## src/pkg/privilege_mode_check_consts.svh

```systemverilog
/*
 holds: offsets, field positions, reset values and special register numbers for
 the privilege checker.
 assumes: included by bare name wherever these constants are needed.
*/
`ifndef PRIVILEGE_MODE_CHECK_CONSTS_SVH
`define PRIVILEGE_MODE_CHECK_CONSTS_SVH

// register word offsets on the wishbone slave
`define OFS_RESET_CFG 4'h0
`define OFS_MODE 4'h1
`define OFS_IRQ_STATUS 4'h2
`define OFS_IRQ_CLEAR 4'h3
`define OFS_IRQ_ENABLE 4'h4

// snapshot field positions, msb-0 numbering converted to lsb-0
`define SNAP_UATTR_LSB 12
`define SNAP_ENDIAN_BIT 7
`define SNAP_EXTENDED_REAL_PAGE_LSB 0

// number-field bit 5 in msb-0 of a 10-bit field is lsb-0 bit 4
`define SPECIAL_REG_NUMBER_FIELD_PRIV_BIT 4

// event bits
`define EV_PRIV 0
`define EV_ILLEGAL 1
`define EV_GUARD 2
`define EV_NOEXEC 3
`define EV_WIDTH 4

// defined user-mode special register numbers
`define SPECIAL_REG_NUMBER_FIELD_XER 10'h001
`define SPECIAL_REG_NUMBER_FIELD_LR 10'h008
`define SPECIAL_REG_NUMBER_FIELD_CTR 10'h009
`define SPECIAL_REG_NUMBER_FIELD_USCRATCH 10'h100
`define SPECIAL_REG_NUMBER_FIELD_TBL_RD 10'h10C
`define SPECIAL_REG_NUMBER_FIELD_TBU_RD 10'h10D
`define SPECIAL_REG_NUMBER_FIELD_USCR4 10'h104
`define SPECIAL_REG_NUMBER_FIELD_USCR7 10'h107

`define MODE_RESET 1'b0

`endif

```

## src/pkg/privilege_mode_check_pkg.sv

```systemverilog
/*
 holds: types shared by the privilege checker files.
 assumes: nothing beyond a sv-2012 compiler.
*/
package privilege_mode_check_pkg;

    typedef enum logic [4:0] {
        op_other = 5'h00,
        op_mfspr = 5'h01,
        op_mtspr = 5'h02,
        op_dcbi = 5'h03,
        op_dccci = 5'h04,
        op_dcread = 5'h05,
        op_iccci = 5'h06,
        op_icread = 5'h07,
        op_mfdcr = 5'h08,
        op_mfmsr = 5'h09,
        op_mtdcr = 5'h0A,
        op_mtmsr = 5'h0B,
        op_rfci = 5'h0C,
        op_rfi = 5'h0D,
        op_rfmci = 5'h0E,
        op_tlbre = 5'h0F,
        op_tlbsx = 5'h10,
        op_tlbsync = 5'h11,
        op_tlbwe = 5'h12,
        op_wrtee = 5'h13,
        op_wrteei = 5'h14
    } instr_op_t;

    typedef struct packed {
        logic valid;
        instr_op_t op;
        logic [9:0] spr_num;
    } issue_req_t;

    typedef struct packed {
        logic priv_fault;
        logic illegal_fault;
        logic allow;
    } issue_verdict_t;

    typedef struct packed {
        logic [3:0] user_attr;
        logic endian;
        logic [3:0] extended_real_page;
    } reset_attr_t;

    typedef struct packed {
        logic valid;
        logic speculative;
        logic guarded;
        logic executable;
    } access_req_t;

endpackage : privilege_mode_check_pkg

```

## src/verilog/instr_priv_decode.sv

```systemverilog
/*
 holds: combinational classifier for one issued instruction.
 assumes: problem_state_bit is the current mode, request fields are stable.
*/
`include "privilege_mode_check_consts.svh"

module instr_priv_decode
    import privilege_mode_check_pkg::*;
(
    input wire issue_req_t req, // instruction being issued
    input wire logic problem_state_bit, // 1 = user mode
    output issue_verdict_t verdict // outcome for this instruction
);

    function automatic logic is_priv_op(input instr_op_t op);
        unique case (op)
            op_dcbi, op_dccci, op_dcread, op_iccci, op_icread,
            op_mfdcr, op_mfmsr, op_mtdcr, op_mtmsr, op_rfci, op_rfi,
            op_rfmci, op_tlbre, op_tlbsx, op_tlbsync, op_tlbwe,
            op_wrtee, op_wrteei: is_priv_op = 1'b1;
            default: is_priv_op = 1'b0;
        endcase
    endfunction : is_priv_op

    wire logic spr_op = (req.op == op_mfspr) || (req.op == op_mtspr);
    wire logic is_write = (req.op == op_mtspr);
    wire logic num_priv = req.spr_num[`SPECIAL_REG_NUMBER_FIELD_PRIV_BIT];
    wire logic full_user = (req.spr_num == `SPECIAL_REG_NUMBER_FIELD_LR) ||
        (req.spr_num == `SPECIAL_REG_NUMBER_FIELD_CTR) || (req.spr_num == `SPECIAL_REG_NUMBER_FIELD_XER) ||
        (req.spr_num == `SPECIAL_REG_NUMBER_FIELD_USCRATCH);
    wire logic read_user = (req.spr_num >= `SPECIAL_REG_NUMBER_FIELD_USCR4 &&
        req.spr_num <= `SPECIAL_REG_NUMBER_FIELD_USCR7) || (req.spr_num == `SPECIAL_REG_NUMBER_FIELD_TBL_RD) ||
        (req.spr_num == `SPECIAL_REG_NUMBER_FIELD_TBU_RD);
    // read-only user numbers: a write is taken as privileged
    wire logic ro_write = read_user && is_write;
    wire logic spr_priv = spr_op && (num_priv || ro_write);
    wire logic spr_undef = spr_op && !num_priv && !full_user && !read_user;
    wire logic user = req.valid && problem_state_bit;
    wire logic priv_hit = is_priv_op(req.op) || spr_priv;

    // supervisor mode passes everything through unchecked
    assign verdict.priv_fault = user && priv_hit;
    assign verdict.illegal_fault = user && !priv_hit && spr_undef;
    assign verdict.allow = req.valid && !(user && (priv_hit || spr_undef));

endmodule : instr_priv_decode

```

## src/verilog/privilege_mode_check.sv

```systemverilog
/*
 holds: top of the privilege checker: mode bit, issue verdicts, speculative
 access gating, reset snapshot register, event interrupt, wishbone slave.
 assumes: classic wishbone master, reset attribute pins steady during reset.
*/
// How it works
// - Mode bit 0: everything allowed
// - Mode bit 1: only non-privileged work allowed
// - User privileged attempt raises privileged program fault
// - Listed instructions are classified privileged
// - Special number with bit 5 set privileged
// - Basic registers open; upper scratch, timebase read-only
// - Undefined number, bit 5 clear: illegal fault
// - Snapshot read-only; user access gets privileged fault
// - Snapshot bits 16-19 show user attributes
// - Snapshot bit 24 shows endian attribute
// - Snapshot bits 28-31 show extended page
// - No speculative data access to guarded pages
// - No speculative fetch from non-executable pages
`include "privilege_mode_check_consts.svh"

module privilege_mode_check
    import privilege_mode_check_pkg::*;
(
    input wire logic clock, // core clock
    input wire logic rst, // sync reset, active high
    input wire reset_attr_t reset_attr, // attributes supplied at reset
    input wire issue_req_t issue, // instruction issue
    input wire access_req_t data_req, // data access candidate
    input wire access_req_t fetch_req, // fetch candidate
    input wire logic [3:0] wb_adr_i, // word address
    input wire logic [31:0] wb_dat_i, // write data
    input wire logic [3:0] wb_sel_i, // byte lanes
    input wire logic wb_we_i, // write
    input wire logic wb_cyc_i, // cycle
    input wire logic wb_stb_i, // strobe
    output logic [31:0] wb_dat_o, // read data
    output logic wb_ack_o, // ack
    output logic problem_state_bit, // current mode
    output issue_verdict_t verdict_q, // registered issue outcome
    output logic data_go_q, // data access granted
    output logic fetch_go_q, // fetch granted
    output logic irq // level interrupt
);

    logic [31:0] snap_q;
    logic [31:0] snap_d;
    logic snap_taken_q;
    logic mode_q;
    logic [`EV_WIDTH-1:0] status_q;
    logic [`EV_WIDTH-1:0] enable_q;
    logic irq_q;
    logic ack_q;
    logic [31:0] rdata_q;
    issue_verdict_t verdict_d;
    logic data_go_d;
    logic fetch_go_d;
    logic data_block;
    logic fetch_block;

    instr_priv_decode u_decode (
        .req(issue),
        .problem_state_bit(mode_q),
        .verdict(verdict_d)
    );

    spec_access_filter u_filter (
        .data_req(data_req),
        .fetch_req(fetch_req),
        .data_go(data_go_d),
        .fetch_go(fetch_go_d),
        .data_block(data_block),
        .fetch_block(fetch_block)
    );

    // snapshot field placement; all else stays zero
    always_comb begin
        snap_d = 32'h0000_0000;
        snap_d[`SNAP_UATTR_LSB +: 4] = reset_attr.user_attr;
        snap_d[`SNAP_ENDIAN_BIT] = reset_attr.endian;
        snap_d[`SNAP_EXTENDED_REAL_PAGE_LSB +: 4] = reset_attr.extended_real_page;
    end

    // bus decode; a new request only once the previous ack has dropped
    wire logic bus_req = wb_cyc_i && wb_stb_i && !ack_q;
    // writes land on the edge where the master samples ack high
    wire logic bus_wr = wb_cyc_i && wb_stb_i && wb_we_i && ack_q;
    wire logic hit_snap = (wb_adr_i == `OFS_RESET_CFG);
    wire logic hit_mode = (wb_adr_i == `OFS_MODE);
    wire logic hit_stat = (wb_adr_i == `OFS_IRQ_STATUS);
    wire logic hit_clr = (wb_adr_i == `OFS_IRQ_CLEAR);
    wire logic hit_en = (wb_adr_i == `OFS_IRQ_ENABLE);
    // the snapshot is a supervisor resource; user-mode reads see zero
    wire logic snap_visible = !mode_q;
    wire logic [31:0] rd_mux =
        hit_snap ? (snap_visible ? snap_q : 32'h0000_0000) :
        hit_mode ? {31'h0, mode_q} :
        hit_stat ? {28'h0, status_q} :
        hit_en ? {28'h0, enable_q} : 32'h0000_0000;
    wire logic mode_wr = bus_wr && hit_mode && wb_sel_i[0];
    wire logic clr_wr = bus_wr && hit_clr && wb_sel_i[0];
    wire logic en_wr = bus_wr && hit_en && wb_sel_i[0];
    wire logic snap_user_touch = bus_req && hit_snap && mode_q;

    wire logic [`EV_WIDTH-1:0] events = {
        fetch_block, data_block,
        verdict_d.illegal_fault,
        verdict_d.priv_fault || snap_user_touch
    };
    wire logic [`EV_WIDTH-1:0] clr_mask = clr_wr ? wb_dat_i[`EV_WIDTH-1:0] :
        {`EV_WIDTH{1'b0}};
    // set wins over a clear in the same cycle
    wire logic [`EV_WIDTH-1:0] status_d = (status_q & ~clr_mask) | events;
    wire logic irq_d = |(status_d & (en_wr ? wb_dat_i[`EV_WIDTH-1:0]
        : enable_q));

    // capture once after release so the snapshot never follows live pins
    always_ff @(posedge clock) begin
        if (rst) begin
            snap_q <= 32'h0000_0000;
            snap_taken_q <= 1'b0;
        end else if (!snap_taken_q) begin
            snap_q <= snap_d;
            snap_taken_q <= 1'b1;
        end
    end

    always_ff @(posedge clock) begin
        if (rst) begin
            mode_q <= `MODE_RESET;
        end else if (mode_wr && !mode_q) begin
            // only supervisor may flip the mode via the bus
            mode_q <= wb_dat_i[0];
        end
    end

    always_ff @(posedge clock) begin
        if (rst) begin
            status_q <= '0;
            enable_q <= '0;
            irq_q <= 1'b0;
        end else begin
            status_q <= status_d;
            irq_q <= irq_d;
            if (en_wr) begin
                enable_q <= wb_dat_i[`EV_WIDTH-1:0];
            end
        end
    end

    always_ff @(posedge clock) begin
        if (rst) begin
            ack_q <= 1'b0;
            rdata_q <= 32'h0000_0000;
        end else begin
            ack_q <= bus_req;
            rdata_q <= bus_req ? rd_mux : 32'h0000_0000;
        end
    end

    always_ff @(posedge clock) begin
        if (rst) begin
            verdict_q <= '0;
            data_go_q <= 1'b0;
            fetch_go_q <= 1'b0;
        end else begin
            verdict_q <= verdict_d;
            data_go_q <= data_go_d;
            fetch_go_q <= fetch_go_d;
        end
    end

    assign wb_ack_o = ack_q;
    assign wb_dat_o = rdata_q;
    assign problem_state_bit = mode_q;
    assign irq = irq_q;

    chk_snap_stable: assert property (
        @(posedge clock) disable iff (rst)
        snap_taken_q && $past(snap_taken_q) |-> $stable(snap_q))
        else $error("snapshot changed after capture");
    chk_snap_reserved: assert property (
        @(posedge clock) disable iff (rst)
        (snap_q & 32'hFFFF_0F70) == 32'h0)
        else $error("snapshot reserved bit set");
    chk_user_priv_op: assert property (
        @(posedge clock) disable iff (rst)
        issue.valid && mode_q && issue.op == op_mtmsr
        |=> verdict_q.priv_fault && !verdict_q.allow)
        else $error("user mtmsr not faulted");
    chk_super_allow: assert property (
        @(posedge clock) disable iff (rst)
        issue.valid && !mode_q |=> verdict_q.allow && !verdict_q.priv_fault
        && !verdict_q.illegal_fault)
        else $error("supervisor instruction refused");
    chk_spr_bit5: assert property (
        @(posedge clock) disable iff (rst)
        issue.valid && mode_q && issue.op == op_mfspr && issue.spr_num[4]
        |=> verdict_q.priv_fault)
        else $error("bit5 number not privileged");
    chk_user_lr: assert property (
        @(posedge clock) disable iff (rst)
        issue.valid && mode_q && issue.op == op_mtspr &&
        issue.spr_num == `SPECIAL_REG_NUMBER_FIELD_LR |=> verdict_q.allow)
        else $error("user link access refused");
    chk_illegal_num: assert property (
        @(posedge clock) disable iff (rst)
        issue.valid && mode_q && issue.op == op_mfspr &&
        issue.spr_num == 10'h002 |=> verdict_q.illegal_fault)
        else $error("undefined number not illegal");
    chk_guard_block: assert property (
        @(posedge clock) disable iff (rst)
        data_req.valid && data_req.speculative && data_req.guarded
        |=> !data_go_q && status_q[`EV_GUARD])
        else $error("guarded speculative access let through");
    chk_noexec_block: assert property (
        @(posedge clock) disable iff (rst)
        fetch_req.valid && fetch_req.speculative && !fetch_req.executable
        |=> !fetch_go_q && status_q[`EV_NOEXEC])
        else $error("no-exec speculative fetch let through");
    // read data stands with ack, one cycle after the request is taken
    chk_snap_user: assert property (
        @(posedge clock) disable iff (rst)
        snap_user_touch |=> status_q[`EV_PRIV] && wb_dat_o == 32'h0)
        else $error("user snapshot access not faulted");

endmodule : privilege_mode_check

```

## src/verilog/spec_access_filter.sv

```systemverilog
/*
 holds: gate that blocks speculative accesses to unsafe pages.
 assumes: page attributes come from translation already resolved.
*/
`include "privilege_mode_check_consts.svh"

module spec_access_filter
    import privilege_mode_check_pkg::*;
(
    input wire access_req_t data_req, // data access candidate
    input wire access_req_t fetch_req, // instruction fetch candidate
    output logic data_go, // data access may proceed
    output logic fetch_go, // fetch may proceed
    output logic data_block, // speculative guarded data dropped
    output logic fetch_block // speculative no-exec fetch dropped
);

    assign data_block = data_req.valid && data_req.speculative &&
        data_req.guarded;
    assign data_go = data_req.valid && !data_block;
    // a non-speculative no-exec fetch passes; the fault is raised elsewhere
    assign fetch_block = fetch_req.valid && fetch_req.speculative &&
        !fetch_req.executable;
    assign fetch_go = fetch_req.valid && !fetch_block;

endmodule : spec_access_filter
```

## config.mk

```make
export PLATFORM = sky130hd
export DESIGN_NAME = privilege_mode_check
export DESIGN_NICKNAME = d
export VERILOG_FILES = /design/src/pkg/privilege_mode_check_pkg.sv /design/src/verilog/instr_priv_decode.sv /design/src/verilog/privilege_mode_check.sv /design/src/verilog/spec_access_filter.sv
export VERILOG_INCLUDE_DIRS = /design/src /design/src/pkg
export SDC_FILE = /design/constraint.sdc
export NUM_CORES = 1
export LEC_CHECK = 0
export BUFFER_PORTS_ARGS = -buffer_cell sky130_fd_sc_hd__buf_2
export CAP_MARGIN = 20
export CORE_ASPECT_RATIO = 0.75
export CORE_MARGIN = 4
export CORE_UTILIZATION = 40
export DETAILED_ROUTE_END_ITERATION = 10
export HOLD_SLACK_MARGIN = 0.05
export PLACE_DENSITY_LB_ADDON = 0.08
export SLEW_MARGIN = 5
export SYNTH_ARGS = -nofsm -noshare
export SYNTH_HDL_FRONTEND = slang
export SYNTH_SLANG_ARGS = --single-unit
```

## constraint.sdc

```tcl
create_clock -name clock -period 2.6 [get_ports clock]
set_input_delay 0.26 -clock clock [delete_from_list [all_inputs] [get_ports clock]]
set_output_delay 0.26 -clock clock [all_outputs]
set_load 0.02 [all_outputs]
```

==> results of run 1 <==
## worst paths after layout
path,to,slack [ns],start,cells after the start
max,irq$_SDFF_PP0_,0.54,wb_ack_o$_SDFF_PP0_,5
min,snap_q[14]$_SDFFE_PP0N_,0.21,reset_attr[7],3
max reg2reg,irq$_SDFF_PP0_,0.54,wb_ack_o$_SDFF_PP0_,5
min reg2reg,wb_dat_o[15]$_SDFF_PP0_,0.45,snap_q[15]$_SDFFE_PP0N_,1
## per-stage QoR
stage / worst slack [ns] / util [%] / total power, mW
6_report: 0.543 / 52.4 / 1.06
5_1_grt: 0.476 / 52.4 / 1.11
4_1_cts: 0.550 / 52.4 / 1.07
3_5_place_dp: 0.350 / 50.2 / 0.700
3_3_place_gp: 0.361 / 50.2 / 0.700
2_1_floorplan: 0.547 / - / 0.672
## critical path: stages, from the launching register on
cell,delay [ns]
dfxtp_1,0.38
nand4_1,0.14
or3_4,0.44
a221o_1,0.35
or3_1,0.33
a221o_1,0.31
## layer usage
layer / routed length, um / vias up
li1: - / 698
met4: 42 / 0
met5: 0 / -
met2: 1380 / 68
met1: 1650 / 596
met3: 387 / 2
## cell usage after synthesis, types with 2 or more instances
master / instances
clkbuf_1: 2
a22oi_1: 3
nor2b_1: 3
nor3b_1: 2
o21ai_0: 6
nand2_1: 9
a21oi_1: 4
or4_2: 2
dfxtp_1: 35
nor2_1: 23
nand4_1: 3
inv_1: 6
a221o_1: 2
and2_1: 5
buf_4: 23
mux2i_1: 13
or3_1: 2
nor3_1: 4
and3_1: 2
## flip-flops by register name, indices dropped and copies added (netlist names)
name               count
wb_ack_o               1
snap_q                 9
status_q               4
fetch_go_q             1
problem_state_bit      1
enable_q               4
irq                    1
verdict_q              3
snap_taken_q           1
data_go_q              1
wb_dat_o               9
## power groups by stage
stage                     Combinational, mW  Clock, mW  Sequential [mW]
final                                 0.127      0.370            0.562
after global routing                  0.142      0.407            0.564
after CTS                             0.127      0.387            0.562
after detailed placement              0.126          0            0.574
after global placement                0.126          0            0.574
after floorplan                      0.0992          0            0.573
## logic make-up after synthesis
group	Yosys count	synth area share [%]
AOI/OAI and AO/OA	26	11.3
xor gates and xnor gates	2	1.09
buffers and inverters	32	12.9
DFF	35	43.8
muxes	13	8.13
other	1	0.234
and+or+nand+nor	66	22.6
## area by class of cell
cell class	instances	share of cell area [%]
inverters	6	1.14
well taps	52	3.30
repair buffers	63	16.3
flip-flops and latches	35	35.6
multi-input cells	130	39.4
clock inverters	2	0.635
clock buffers	6	3.68
==> flow_metrics.tcl, run 1 <==
set metrics [dict create \
    vias_per_cell 4.64 \
    clk_latency_ns 0.28 \
    routed_wl_mm 3.45 \
    final_cell_mix "buf_2, dfxtp_1, nor2_1, conb_1, mux2i_1" \
    setup_viol 0 \
    intPower_mw 0.787 \
    antenna_found_initial 0 \
    hold_viol 0 \
    num_rows 19 \
    post-route-period-util_pct 79.1 \
    rsz0062_at_grt "no" \
    syn2layout_area_growth_pct 23.1 \
    final_nets 319 \
    fill_cells 394 \
    ys_types 45 \
    path_class "reg2reg" \
    wire_per_inst_um 11.7 \
    cp-start-kind "register" \
    ctsHtreeMaxLevel 2 \
    cts_tree "done" \
    synth_seq_cells 35 \
    avgSynthCellArea_um2 9.14 \
    n_antenna_cell 0 \
    busiest_layer "met2" \
    ir_drop_mv 0.230 \
    synth.area.top_cells "dfxtp_1, buf_4, mux2i_1, nor2_1, nand2_1" \
    clock_sinks 35 \
    power.leakage_nw 0.987 \
    async_flop_share_pct 0 \
    fin_cells 294 \
    gp_congestion 0.726 \
    port_buffers 61 \
    clk_path_buf_depth 2 \
    met2_usage_pct 20.5 \
    synth_top_cell_area_share_pct 43.8 \
    final_common_cell "buf_2" \
    cp.required_ns 2.76 \
    initial_utilization_pct 42.6 \
    grt_use_total_pct 14.4 \
    synth_ff_type "dfxtp_1" \
    status "complete, no violations" \
    cts_buffers 5 \
    ys_seq_area_share_pct 43.8 \
    power_frac_comb_pct 12.0 \
    die_x_um 81.0 \
    synth_cells 175 \
    dpl_cell_area_um2 1880 \
    grt_pass1_wl_mm 5.62 \
    clkPwrFrac_pct 34.9 \
    design_area_um2 1970 \
    grt_use_met3_pct 5.76 \
    antenna_left 0 \
    syn_area_um2 1600 \
    grt.met1_usage_pct 19.0 \
    synth_edf_count 0 \
    drive_gt1_share_pct 31.8 \
    drt_iter0_drc 46 \
    grt_max_degree 24 \
    max_cap_violations 0 \
    synth.largest_area_cell "dfxtp_1" \
    fin_setup_tns_ns 0 \
    fmax_mhz 486 \
    p_per_area_nw_per_um2 538 \
    fin_worst_skew_ns 0.00408 \
    slew_headroom_pct 65.8 \
    ctsHoldBuffers 0 \
    via_count 1364 \
    critical_path_arrival_ns 2.22 \
    p_switching_mw 0.272 \
    seqCellArea_um2 701 \
    cp-end-kind "register" \
    io_pins 118 \
    power_frac_seq_pct 53.0 \
    drc_errors 0 \
    cts-root-buf "clkbuf_8" \
    fp.dieH_um 62.8 \
    switching_share_pct 25.7 \
    hold_slack_ns 0.211 \
    hp-class "in2reg" \
    grt_pass1_vias 1278 \
    first_pass_iters 4 \
    postCtsResizedCells 0 \
    cp_max_fo 5 \
    tightestPinTransition_ns 0.512 \
    place_inst 286 \
    period_minus_slack_ns 2.06 \
    multiInputGateArea_um2 776 \
    cts_setup_buffers 0 \
    dieArea_um2 5090 \
    grt-ovfl-total 0 \
    cts.clk_slew.worst_paths_ns 0.07 \
    dp_hpwl_mm 2.75 \
    drv_slew 0 \
    ys_warn_count 0 \
    core_um2 3760 \
]
Power figures use the tool's default switching activity.
==> run 2, diff against run 1 <==
--- a/config.mk
+++ b/config.mk
@@ -10,7 +10,7 @@
 export CAP_MARGIN = 20
 export CORE_ASPECT_RATIO = 0.75
 export CORE_MARGIN = 4
-export CORE_UTILIZATION = 40
+export CORE_UTILIZATION = 36
 export DETAILED_ROUTE_END_ITERATION = 10
 export HOLD_SLACK_MARGIN = 0.05
 export PLACE_DENSITY_LB_ADDON = 0.08
==> constraint.sdc (replaced) <==
create_clock -name clock -period 1.8 [get_ports clock]
set_input_delay 0.18 -clock clock [delete_from_list [all_inputs] [get_ports clock]]
set_output_delay 0.18 -clock clock [all_outputs]
set_load 0.02 [all_outputs]
==> flow_metrics.tcl, run 2 (same netlist as run 1, synthesis figures left out) <==
set metrics [dict create \
    status "complete, but fails checks" \
    violations "setup timing" \
    syn2layout_area_growth_pct 37.1 \
    grt_use_met3_pct 3.63 \
    via_count 1451 \
    fp.dieH_um 65.7 \
    ctsHtreeMaxLevel 2 \
    slew_headroom_pct 65.0 \
    ir_drop_mv 0.369 \
    final_nets 344 \
    drc_errors 0 \
    met2_usage_pct 21.3 \
    cts-root-buf "clkbuf_8" \
    final_common_cell "buf_2" \
    io_pins 118 \
    antenna_found_initial 0 \
    path_class "reg2reg" \
    hold_viol 0 \
    critical_path_arrival_ns 2.10 \
    clk_path_buf_depth 2 \
    cts.clk_slew.worst_paths_ns 0.07 \
    core_um2 4180 \
    antenna_left 0 \
    power.leakage_nw 1.11 \
    pre_cts_ws_ns -0.323 \
    drt_iter0_drc 49 \
    grt.met1_usage_pct 18.8 \
    cp-end-kind "register" \
    first_pass_iters 4 \
    post-route-period-util_pct 108 \
    routed_wl_mm 3.85 \
    grt_max_degree 23 \
    cp.required_ns 1.96 \
    gp_congestion 0.775 \
    grt_use_total_pct 14.0 \
    grt-ovfl-total 0 \
    cp-start-kind "register" \
    drv_slew 0 \
    rsz0062_at_grt "yes" \
    drive_gt1_share_pct 39.5 \
    clk_latency_ns 0.28 \
    wire_per_inst_um 12.0 \
    dpl_cell_area_um2 2010 \
    dp_hpwl_mm 2.96 \
    hp-class "in2reg" \
    dieArea_um2 5590 \
    postLayoutCoreUtil_pct 52.5 \
    p_per_area_nw_per_um2 745 \
    fin_worst_skew_ns 0.00874 \
    grt_pass1_vias 1401 \
    initial_utilization_pct 38.3 \
    fmax_mhz 516 \
    cp_max_fo 2 \
    n_antenna_cell 0 \
    port_buffers 61 \
    num_rows 20 \
    worst_slack_ns -0.139 \
    final_cell_mix "buf_2, dfxtp_1, buf_4" \
    die_x_um 85.0 \
    cts_buffers 5 \
    max_cap_violations 0 \
    cts_tree "done" \
    setup_viol 3 \
    design_area_um2 2190 \
    grt_pass1_wl_mm 6.23 \
    period_minus_slack_ns 1.94 \
    vias_per_cell 4.52 \
    busiest_layer "met2" \
    tightestPinTransition_ns 0.524 \
    clock_sinks 35 \
]
[run 2: repair_timing]
item	CTS	global route
hold buffers	0	0
endpoints found under the setup margin	2	4
resized for setup	0	4
endpoints found under the hold margin	0	0
setup buffers	9	0
pin swaps	2	3
[run 2: worst paths after layout]
check	startpoint	endpoint	slack [ns]	depth (start not counted)
setup / recovery	wb_ack_o$_SDFF_PP0_	irq$_SDFF_PP0_	-0.14	5
hold / removal	reset_attr[7]	snap_q[14]$_SDFFE_PP0N_	0.13	3
setup reg to reg	wb_ack_o$_SDFF_PP0_	irq$_SDFF_PP0_	-0.14	5
hold reg to reg	snap_q[7]$_SDFFE_PP0N_	wb_dat_o[7]$_SDFF_PP0_	0.45	1
[run 2: cell type report]
cell class | count | area, um^2
fillers | 423 | 1980
multi-input cells | 130 | 790
flip-flops and latches | 35 | 704
repair buffers | 88 | 512
clock buffers | 7 | 97.6
well taps | 55 | 68.8
inverters | 6 | 22.5
[run 2: worst max-delay path, cell delays in order, from the launching register on]
cell     delay, ns
dfxtp_4       0.34
nand4_1       0.12
or3_4         0.37
a221o_1       0.35
or3_4         0.33
a221o_1       0.30
[run 2: power by group]
part | leakage, nW | switching, mW | internal, mW
registers | 0.286 | 0.0141 | 0.795
logic | 0.773 | 0.119 | 0.0874
clock network | 0.0495 | 0.268 | 0.350
total | 1.11 | 0.402 | 1.23
[run 2: per-layer routing]
metal | vias to the layer above | wire [um]
met5 | - | 0
met4 | 0 | 34
met3 | 5 | 319
met2 | 63 | 1630
met1 | 640 | 1870
li1 | 743 | -
[run 2: through the flow]
stage / instances / TNS [ns] / hold WS, ns / power, mW
6_report: 321 / -0.255 / 0.133 / 1.63
5_1_grt: 321 / -0.435 / 0.143 / 1.71
2_1_floorplan: 197 / -0.184 / 0.264 / 0.970
3_3_place_gp: 305 / -0.495 / 0.416 / 1.03
3_5_place_dp: 305 / -0.526 / 0.422 / 1.03
4_1_cts: 321 / -0.146 / 0.130 / 1.65
